File: src/verilog/bfce_pkg.sv
// Constants and types shared by the branch and flag clear execute block
package bfce_pkg;
	localparam int          BFCE_WORD_W        = 32;
	localparam int          BFCE_INSN_W        = 16;
	// Opcode patterns (upper byte for short branches, upper nibble for relative jump)
	localparam logic [7:0]  BFCE_OP_BF_DELAYED = 8'h8f;
	localparam logic [7:0]  BFCE_OP_BT         = 8'h89;
	localparam logic [7:0]  BFCE_OP_BT_DELAYED = 8'h8d;
	localparam logic [7:0]  BFCE_OP_BF         = 8'h8b;
	localparam logic [3:0]  BFCE_OP_REL_JUMP   = 4'ha;
	localparam logic [3:0]  BFCE_OP_REG_HI     = 4'h0;
	localparam logic [7:0]  BFCE_OP_REG_LO     = 8'h23;
	localparam logic [15:0] BFCE_OP_CLR_ACCUM  = 16'h0028;
	localparam logic [15:0] BFCE_OP_CLR_OVF    = 16'h0048;
	localparam logic [15:0] BFCE_OP_CLR_COND   = 16'h0008;
	// Branch arithmetic
	localparam logic [31:0] BFCE_PC_AHEAD      = 32'h0000_0004;
	localparam logic [31:0] BFCE_PC_STEP       = 32'h0000_0002;
	// Status word layout
	localparam int          BFCE_SR_COND_POS   = 0;
	localparam int          BFCE_SR_OVF_POS    = 1;
	localparam int          BFCE_SR_MASK_POS   = 4;
	localparam int          BFCE_SR_Q_POS      = 8;
	localparam int          BFCE_SR_M_POS      = 9;
	// Reset values
	localparam logic [31:0] BFCE_PC_RESET      = 32'h0000_0000;

	typedef enum logic [2:0] {
		BFCE_CLS_NONE,
		BFCE_CLS_COND_NOW,
		BFCE_CLS_COND_DELAYED,
		BFCE_CLS_UNCOND_DELAYED,
		BFCE_CLS_OTHER_BRANCH,
		BFCE_CLS_CLEAR
	} bfce_class_type;
endpackage : bfce_pkg

File: src/verilog/bfce_decode.sv
// Combinational opcode decoder and target adder
`timescale 1ns/1ps
module bfce_decode (
	input  wire logic [15:0]          insn,
	input  wire logic [31:0]          insn_addr,
	input  wire logic [31:0]          reg_value,
	output bfce_pkg::bfce_class_type  insn_class,
	output logic                      branch_if_true,
	output logic [31:0]               target
);
	import bfce_pkg::*;

	function automatic logic [31:0] rel_target(input logic [31:0] base, input logic [31:0] disp);
		rel_target = base + BFCE_PC_AHEAD + (disp << 1);
	endfunction : rel_target

	always_comb begin
		insn_class     = BFCE_CLS_NONE;
		branch_if_true = 1'b0;
		target         = insn_addr + BFCE_PC_STEP;
		if (insn[15:8] == BFCE_OP_BT || insn[15:8] == BFCE_OP_BF) begin
			insn_class     = BFCE_CLS_COND_NOW;
			branch_if_true = (insn[15:8] == BFCE_OP_BT);
			target         = rel_target(insn_addr, {{24{insn[7]}}, insn[7:0]});
		end else if (insn[15:8] == BFCE_OP_BT_DELAYED || insn[15:8] == BFCE_OP_BF_DELAYED) begin
			insn_class     = BFCE_CLS_COND_DELAYED;
			branch_if_true = (insn[15:8] == BFCE_OP_BT_DELAYED);
			target         = rel_target(insn_addr, {{24{insn[7]}}, insn[7:0]});
		end else if (insn[15:12] == BFCE_OP_REL_JUMP) begin
			insn_class = BFCE_CLS_UNCOND_DELAYED;
			target     = rel_target(insn_addr, {{20{insn[11]}}, insn[11:0]});
		end else if (insn[15:12] == BFCE_OP_REG_HI && insn[7:0] == BFCE_OP_REG_LO) begin
			insn_class = BFCE_CLS_UNCOND_DELAYED;
			target     = insn_addr + BFCE_PC_AHEAD + reg_value;
		end else if (insn == BFCE_OP_CLR_ACCUM || insn == BFCE_OP_CLR_OVF
				|| insn == BFCE_OP_CLR_COND) begin
			insn_class = BFCE_CLS_CLEAR;
		end
	end
endmodule : bfce_decode

File: src/verilog/bfce_exec.sv
// Execute stage for branches and flag or accumulator clears
`timescale 1ns/1ps
module bfce_exec (
	input  wire logic        ref_clk,
	input  wire logic        reset,
	input  wire logic        clk_en,
	input  wire logic        insn_valid,
	input  wire logic [15:0] insn,
	input  wire logic [31:0] general_reg_n,
	output logic [3:0]       reg_select,
	output logic [31:0]      pc,
	output logic [31:0]      processor_state_word,
	output logic [31:0]      accum_high,
	output logic [31:0]      accum_low,
	output logic             in_delay_slot,
	output logic             irq_hold,
	output logic             slot_illegal
);
	import bfce_pkg::*;

	typedef struct packed {
		logic [31:0] pc;
		logic [31:0] pending_target;
		logic        pending_take;
		logic        slot;
		logic        cond_flag;
		logic        ovf_limit;
		logic [31:0] accum_high;
		logic [31:0] accum_low;
		logic        slot_illegal;
	} bfce_state_type;

	bfce_state_type  state;
	bfce_state_type  next_state;
	bfce_class_type  insn_class;
	logic            branch_if_true;
	logic [31:0]     target;
	logic            cond_met;

	assign reg_select = insn[11:8];

	bfce_decode u_decode (
		.insn           (insn),
		.insn_addr      (state.pc),
		.reg_value      (general_reg_n),
		.insn_class     (insn_class),
		.branch_if_true (branch_if_true),
		.target         (target)
	);

	assign cond_met = (state.cond_flag == branch_if_true);

	always_comb begin
		next_state              = state;
		next_state.slot_illegal = 1'b0;
		if (insn_valid) begin
			next_state.pc   = state.pc + BFCE_PC_STEP;
			next_state.slot = 1'b0;
			next_state.pending_take = 1'b0;
			if (state.slot) begin
				if (state.pending_take) begin
					next_state.pc = state.pending_target;
				end
				if (insn_class == BFCE_CLS_COND_NOW || insn_class == BFCE_CLS_COND_DELAYED
						|| insn_class == BFCE_CLS_UNCOND_DELAYED) begin
					next_state.slot_illegal = 1'b1;
				end
			end else begin
				case (insn_class)
					BFCE_CLS_COND_NOW: begin
						if (cond_met) begin
							next_state.pc = target;
						end
					end
					BFCE_CLS_COND_DELAYED: begin
						next_state.slot           = 1'b1;
						next_state.pending_take   = cond_met;
						next_state.pending_target = target;
					end
					BFCE_CLS_UNCOND_DELAYED: begin
						next_state.slot           = 1'b1;
						next_state.pending_take   = 1'b1;
						next_state.pending_target = target;
					end
					default: begin
					end
				endcase
			end
			if (!next_state.slot_illegal && insn_class == BFCE_CLS_CLEAR) begin
				if (insn == BFCE_OP_CLR_ACCUM) begin
					next_state.accum_high = '0;
					next_state.accum_low  = '0;
				end
				if (insn == BFCE_OP_CLR_OVF) begin
					next_state.ovf_limit = 1'b0;
				end
				if (insn == BFCE_OP_CLR_COND) begin
					next_state.cond_flag = 1'b0;
				end
			end
		end
	end

	always_ff @(posedge ref_clk or posedge reset) begin
		if (reset) begin
			state      <= '0;
			state.pc   <= BFCE_PC_RESET;
		end else if (clk_en) begin
			state <= next_state;
		end
	end

	always_comb begin
		processor_state_word                   = '0;
		processor_state_word[BFCE_SR_COND_POS] = state.cond_flag;
		processor_state_word[BFCE_SR_OVF_POS]  = state.ovf_limit;
	end

	assign pc            = state.pc;
	assign accum_high    = state.accum_high;
	assign accum_low     = state.accum_low;
	assign in_delay_slot = state.slot;
	assign irq_hold      = state.slot;
	assign slot_illegal  = state.slot_illegal;
endmodule : bfce_exec

File: config.mk
export PLATFORM = sky130hd
export DESIGN_NAME = bfce_exec
export DESIGN_NICKNAME = d
export VERILOG_FILES = /design/src/verilog/bfce_pkg.sv /design/src/verilog/bfce_decode.sv /design/src/verilog/bfce_exec.sv
export SDC_FILE = /design/constraint.sdc
export NUM_CORES = 1
export LEC_CHECK = 0
export CAP_MARGIN = 30
export CORE_MARGIN = 2
export CORE_UTILIZATION = 60
export DETAILED_ROUTE_END_ITERATION = 7
export DONT_BUFFER_PORTS = 1
export GPL_TIMING_DRIVEN = 0
export PLACE_DENSITY = 0.79
export SYNTH_ARGS = -nofsm -noshare
export SYNTH_HDL_FRONTEND = slang
export SYNTH_HIERARCHICAL = 1
export SYNTH_SLANG_ARGS = --single-unit
File: constraint.sdc
create_clock -name ref_clk -period 4.69 [get_ports ref_clk]
set_input_delay 0.469 -clock ref_clk [delete_from_list [all_inputs] [get_ports ref_clk]]
set_output_delay 0.469 -clock ref_clk [all_outputs]
set_load 0.02 [all_outputs]
==> summary.txt <==
Power
  • Pwr Density: 362 nW/um^2
  • Post-route total power: 4.84 mW
  • Leakage: 5.97 nW
  • Peak VDD IR: 0.402 mV

Cells and area
  • # diodes: 0
  • Layout Cells excl Fill: 1840
  • Post-layout net count: 1753
  • Final core occ: 0.746
  • Fraction of layout cells with a size suffix above 1: 0.255
  • Commonest non-fill, non-tap cell in the layout: buf_4
  • Commonest non-fill, non-tap cells in the layout: buf_4 (199), nand2_1 (119), a21oi_1 (107)
  • Area grow syn2layout: 22.4%

Hold path
  • Min-Delay Path Class: in -> async

Route
  • DRT iter0 DRCs: 1564
  • Via Count: 12100
  • Wire length per cell: 21.8 microns
  • Final WL: 40.1 mm
  • DRC Markers: 0
  • Antenna-violating nets left: 0
  • Drt pass-1 iters: 8
  • Vias per inst: 6.55

Synthesis
  • Yosys reg bits: between 60 and 70
  • Synth Area in Compound Gates: 0.285
  • Synth Area per Inst: 7.59 sq um
  • Ys flop type: dfrtp_1
  • Largest cells by area after synthesis: dfrtp_1 (15%), ha_1 (11%), buf_4 (9.2%)
  • Mux cell area share after synthesis: 0.0351
  • Simple-gate share of the synthesized area: 0.190
  • Most area-hungry cell type in the Yosys netlist: dfrtp_1
  • Share of Yosys cell area claimed by the top area cell type: 0.154
  • Share of the yosys chip area belonging to registers: 0.154
  • Largest family of logic cells by synthesized area: compound AO/OA/AOI/OAI gates
  • Synth warn: 6
  • Post-synth EDFFs: 0
  • XOR/XNOR share of the synthesized area: 0.0980
  • Synth async-reset ratio: 1.00
  • Post-synthesis cell area: 10900 sq um
  • Adder-cell share of the synthesized area: 0.110
  • Synth Instances: 1437
  • Synth cell types: 81

Place
  • Placed cells: 1763
  • Port bufs: 0
  • RD Place Congestion: 1.00
  • Post-DP HPWL: 29.0 mm

Critical path
  • WP data required: 4.91 ns
  • Cell chain of the critical path: clkbuf_2 -> and3_1 -> and3_1 -> nand2_1 -> xnor2_2 -> ha_1 -> a21oi_1 -> o21ai_2 -> nand2_2 -> o21ai_4 -> o32ai_4 -> xnor2_1 -> a22oi_2 -> o31ai_4 -> a221oi_2 -> or4b_1 -> and3_1
  • Critical path endpoint category: flip-flop
  • Slowest cell on the critical path: dfrtp_1
  • Crit start category: flip-flop
  • Worst path bufs/invs: 1
  • WP data arrival: 5.15 ns
  • Worst path top cell family by delay: compound AO/OA/AOI/OAI gates
  • Worst-path fanout max: 8
  • Crit-path most repeated cell: and3_1
  • Critical path class: reg -> reg
  • Slowest stage delay, CP: roughly 0.54 ns

Global route
  • Global-route wire length before repair: roughly 60 mm
  • Initial antenna violation count: 0
  • Gr usage total: 0.390
  • Congestion Overflow GR: 0
  • Largest net degree at the start of global routing: 38
  • Vias in the first global route: 11000

Floorplanning
  • Die footprint: 19300 sq um
  • I/O Pins: between 150 and 200
  • Die width: 139 microns
  • Placeable Area: around 18000 sq um
  • Die H: about 140 microns
  • Initial core utilization: 0.609
  • Std-Cell Rows: 49

STA
  • RSZ-0062 raised after global routing: true
  • Finish-stage setup viols: 4
  • Fmax: 203 MHz
  • Fin. Hold Viols: 0
  • Least-Margin Pin Slew: roughly 0.86 ns
  • Tmin final: 4.93 ns
  • Clk_skew: 0.00493 ns
  • Worst slew margin: 0.420
  • Final Slew Violations: 0
  • Final WS setup: -0.244 ns
  • Final Cycle Share: 1.05

CTS
  • CTS Root Cell: clkbuf_16
  • Clock-pin slew on the worst setup and hold paths: roughly 0.05 ns
  • Num Clock Sinks: 67
  • CTS Hold Bufs: 0
  • # H-tree levels: 3
  • CTS max path bufs: 2
  • CTS Buf Count: 9
  • TritonCTS clock tree: done
  • Worst-Skew Late Latency: 0.34 ns

Outcome
  • Failing checks: setup timing
  • Outcome: complete, but fails checks

Flow run
  • Max-Cap Viols: 0
-- flip-flops by register name, summed over array words and instances, names as in the netlist --
name,cells
slot_illegal,1
in_delay_slot,1
pc,32
state,33
-- per-stage QoR --
stage | setup TNS [ns] | hold slack, ns | cell area (sq um) | setup WS (ns)
after floorplan | 0 | 0.464 | 11300 | 0.0151
after global placement | -7.49 | 0.487 | 11500 | -1.40
after detailed placement | -8.27 | 0.484 | 11600 | -1.41
after CTS | -0.0340 | 0.128 | 13000 | -0.0303
after global routing | -1.74 | 0.168 | 13300 | -0.339
final | -0.547 | 0.115 | 13300 | -0.244
-- layer usage --
metal	routed length, microns	vias up	track usage
met4	1670	0	0.139
li1	-	5438	-
met3	5020	167	0.0943
met1	15200	5548	0.503
met2	18200	897	0.638
met5	0	-	0
-- path summary, 6_finish.rpt --
check	startpoint	endpoint	slack, ns	cells after the start
max	pc[20]	pc[31]	-0.24	17
min	reset	state[90]	0.12	1
max reg2reg	pc[20]	pc[31]	-0.24	17
min reg2reg	state[87]	state[87]	0.51	1
max in group asynchronous	reset	pc[3]	3.93	2
min in group ref_clk	clk_en	slot_illegal	0.24	1
-- logic make-up (layout without fill, tap and decap cells) --
| group | Yosys count | after routing |
|---|---|---|
| AND/OR/NAND/NOR | 413 | 413 |
| flip-flops | 67 | 67 |
| XOR/XNOR | 122 | 122 |
| buffers and inverters | 232 | 311 |
| AO/OA/AOI/OAI | 473 | 473 |
| adder cells (fa/ha/maj) | 95 | 95 |
| other | 1 | 96 |
| multiplexers | 34 | 34 |
-- what timing repair did --
action	4_1_cts	5_1_grt
setup endpoints to repair	23	15
resized for setup	134	44
pin swaps	41	28
setup buffers	57	11
-- synth_stat cells, types with 11 or more instances --
cell type	number
a211oi_1	25
a21o_1	40
a21oi_1	116
a221oi_1	16
a22oi_1	15
a31oi_1	21
and3_1	21
and4_1	11
buf_2	13
buf_4	134
clkbuf_1	39
dfrtp_1	67
ha_1	93
inv_1	42
mux2_2	34
nand2_1	121
nand3_1	46
nand4_1	29
nor2_1	88
nor3_1	24
o211ai_1	13
o21a_1	11
o21ai_0	105
o21bai_1	12
o22ai_1	12
xnor2_1	63
xor2_1	59
-- where the power goes --
group          internal [mW]  switching, mW
Clock                  0.415          0.244
Combinational           1.36           1.91
Sequential             0.710          0.203
-- cell type report --
| class | instances | area (sq um) |
|---|---|---|
| multi-input combinational | 1233 | 9130 |
| tap | 229 | 287 |
| sequential | 67 | 1700 |
| clock inverter | 1 | 5.00 |
| inverter | 42 | 158 |
| buffer | 183 | 1240 |
| fill | 1389 | 4560 |
| clock buffer | 15 | 288 |
| timing repair buffer | 70 | 542 |
No activity file was read; power rests on OpenSTA's default activity.
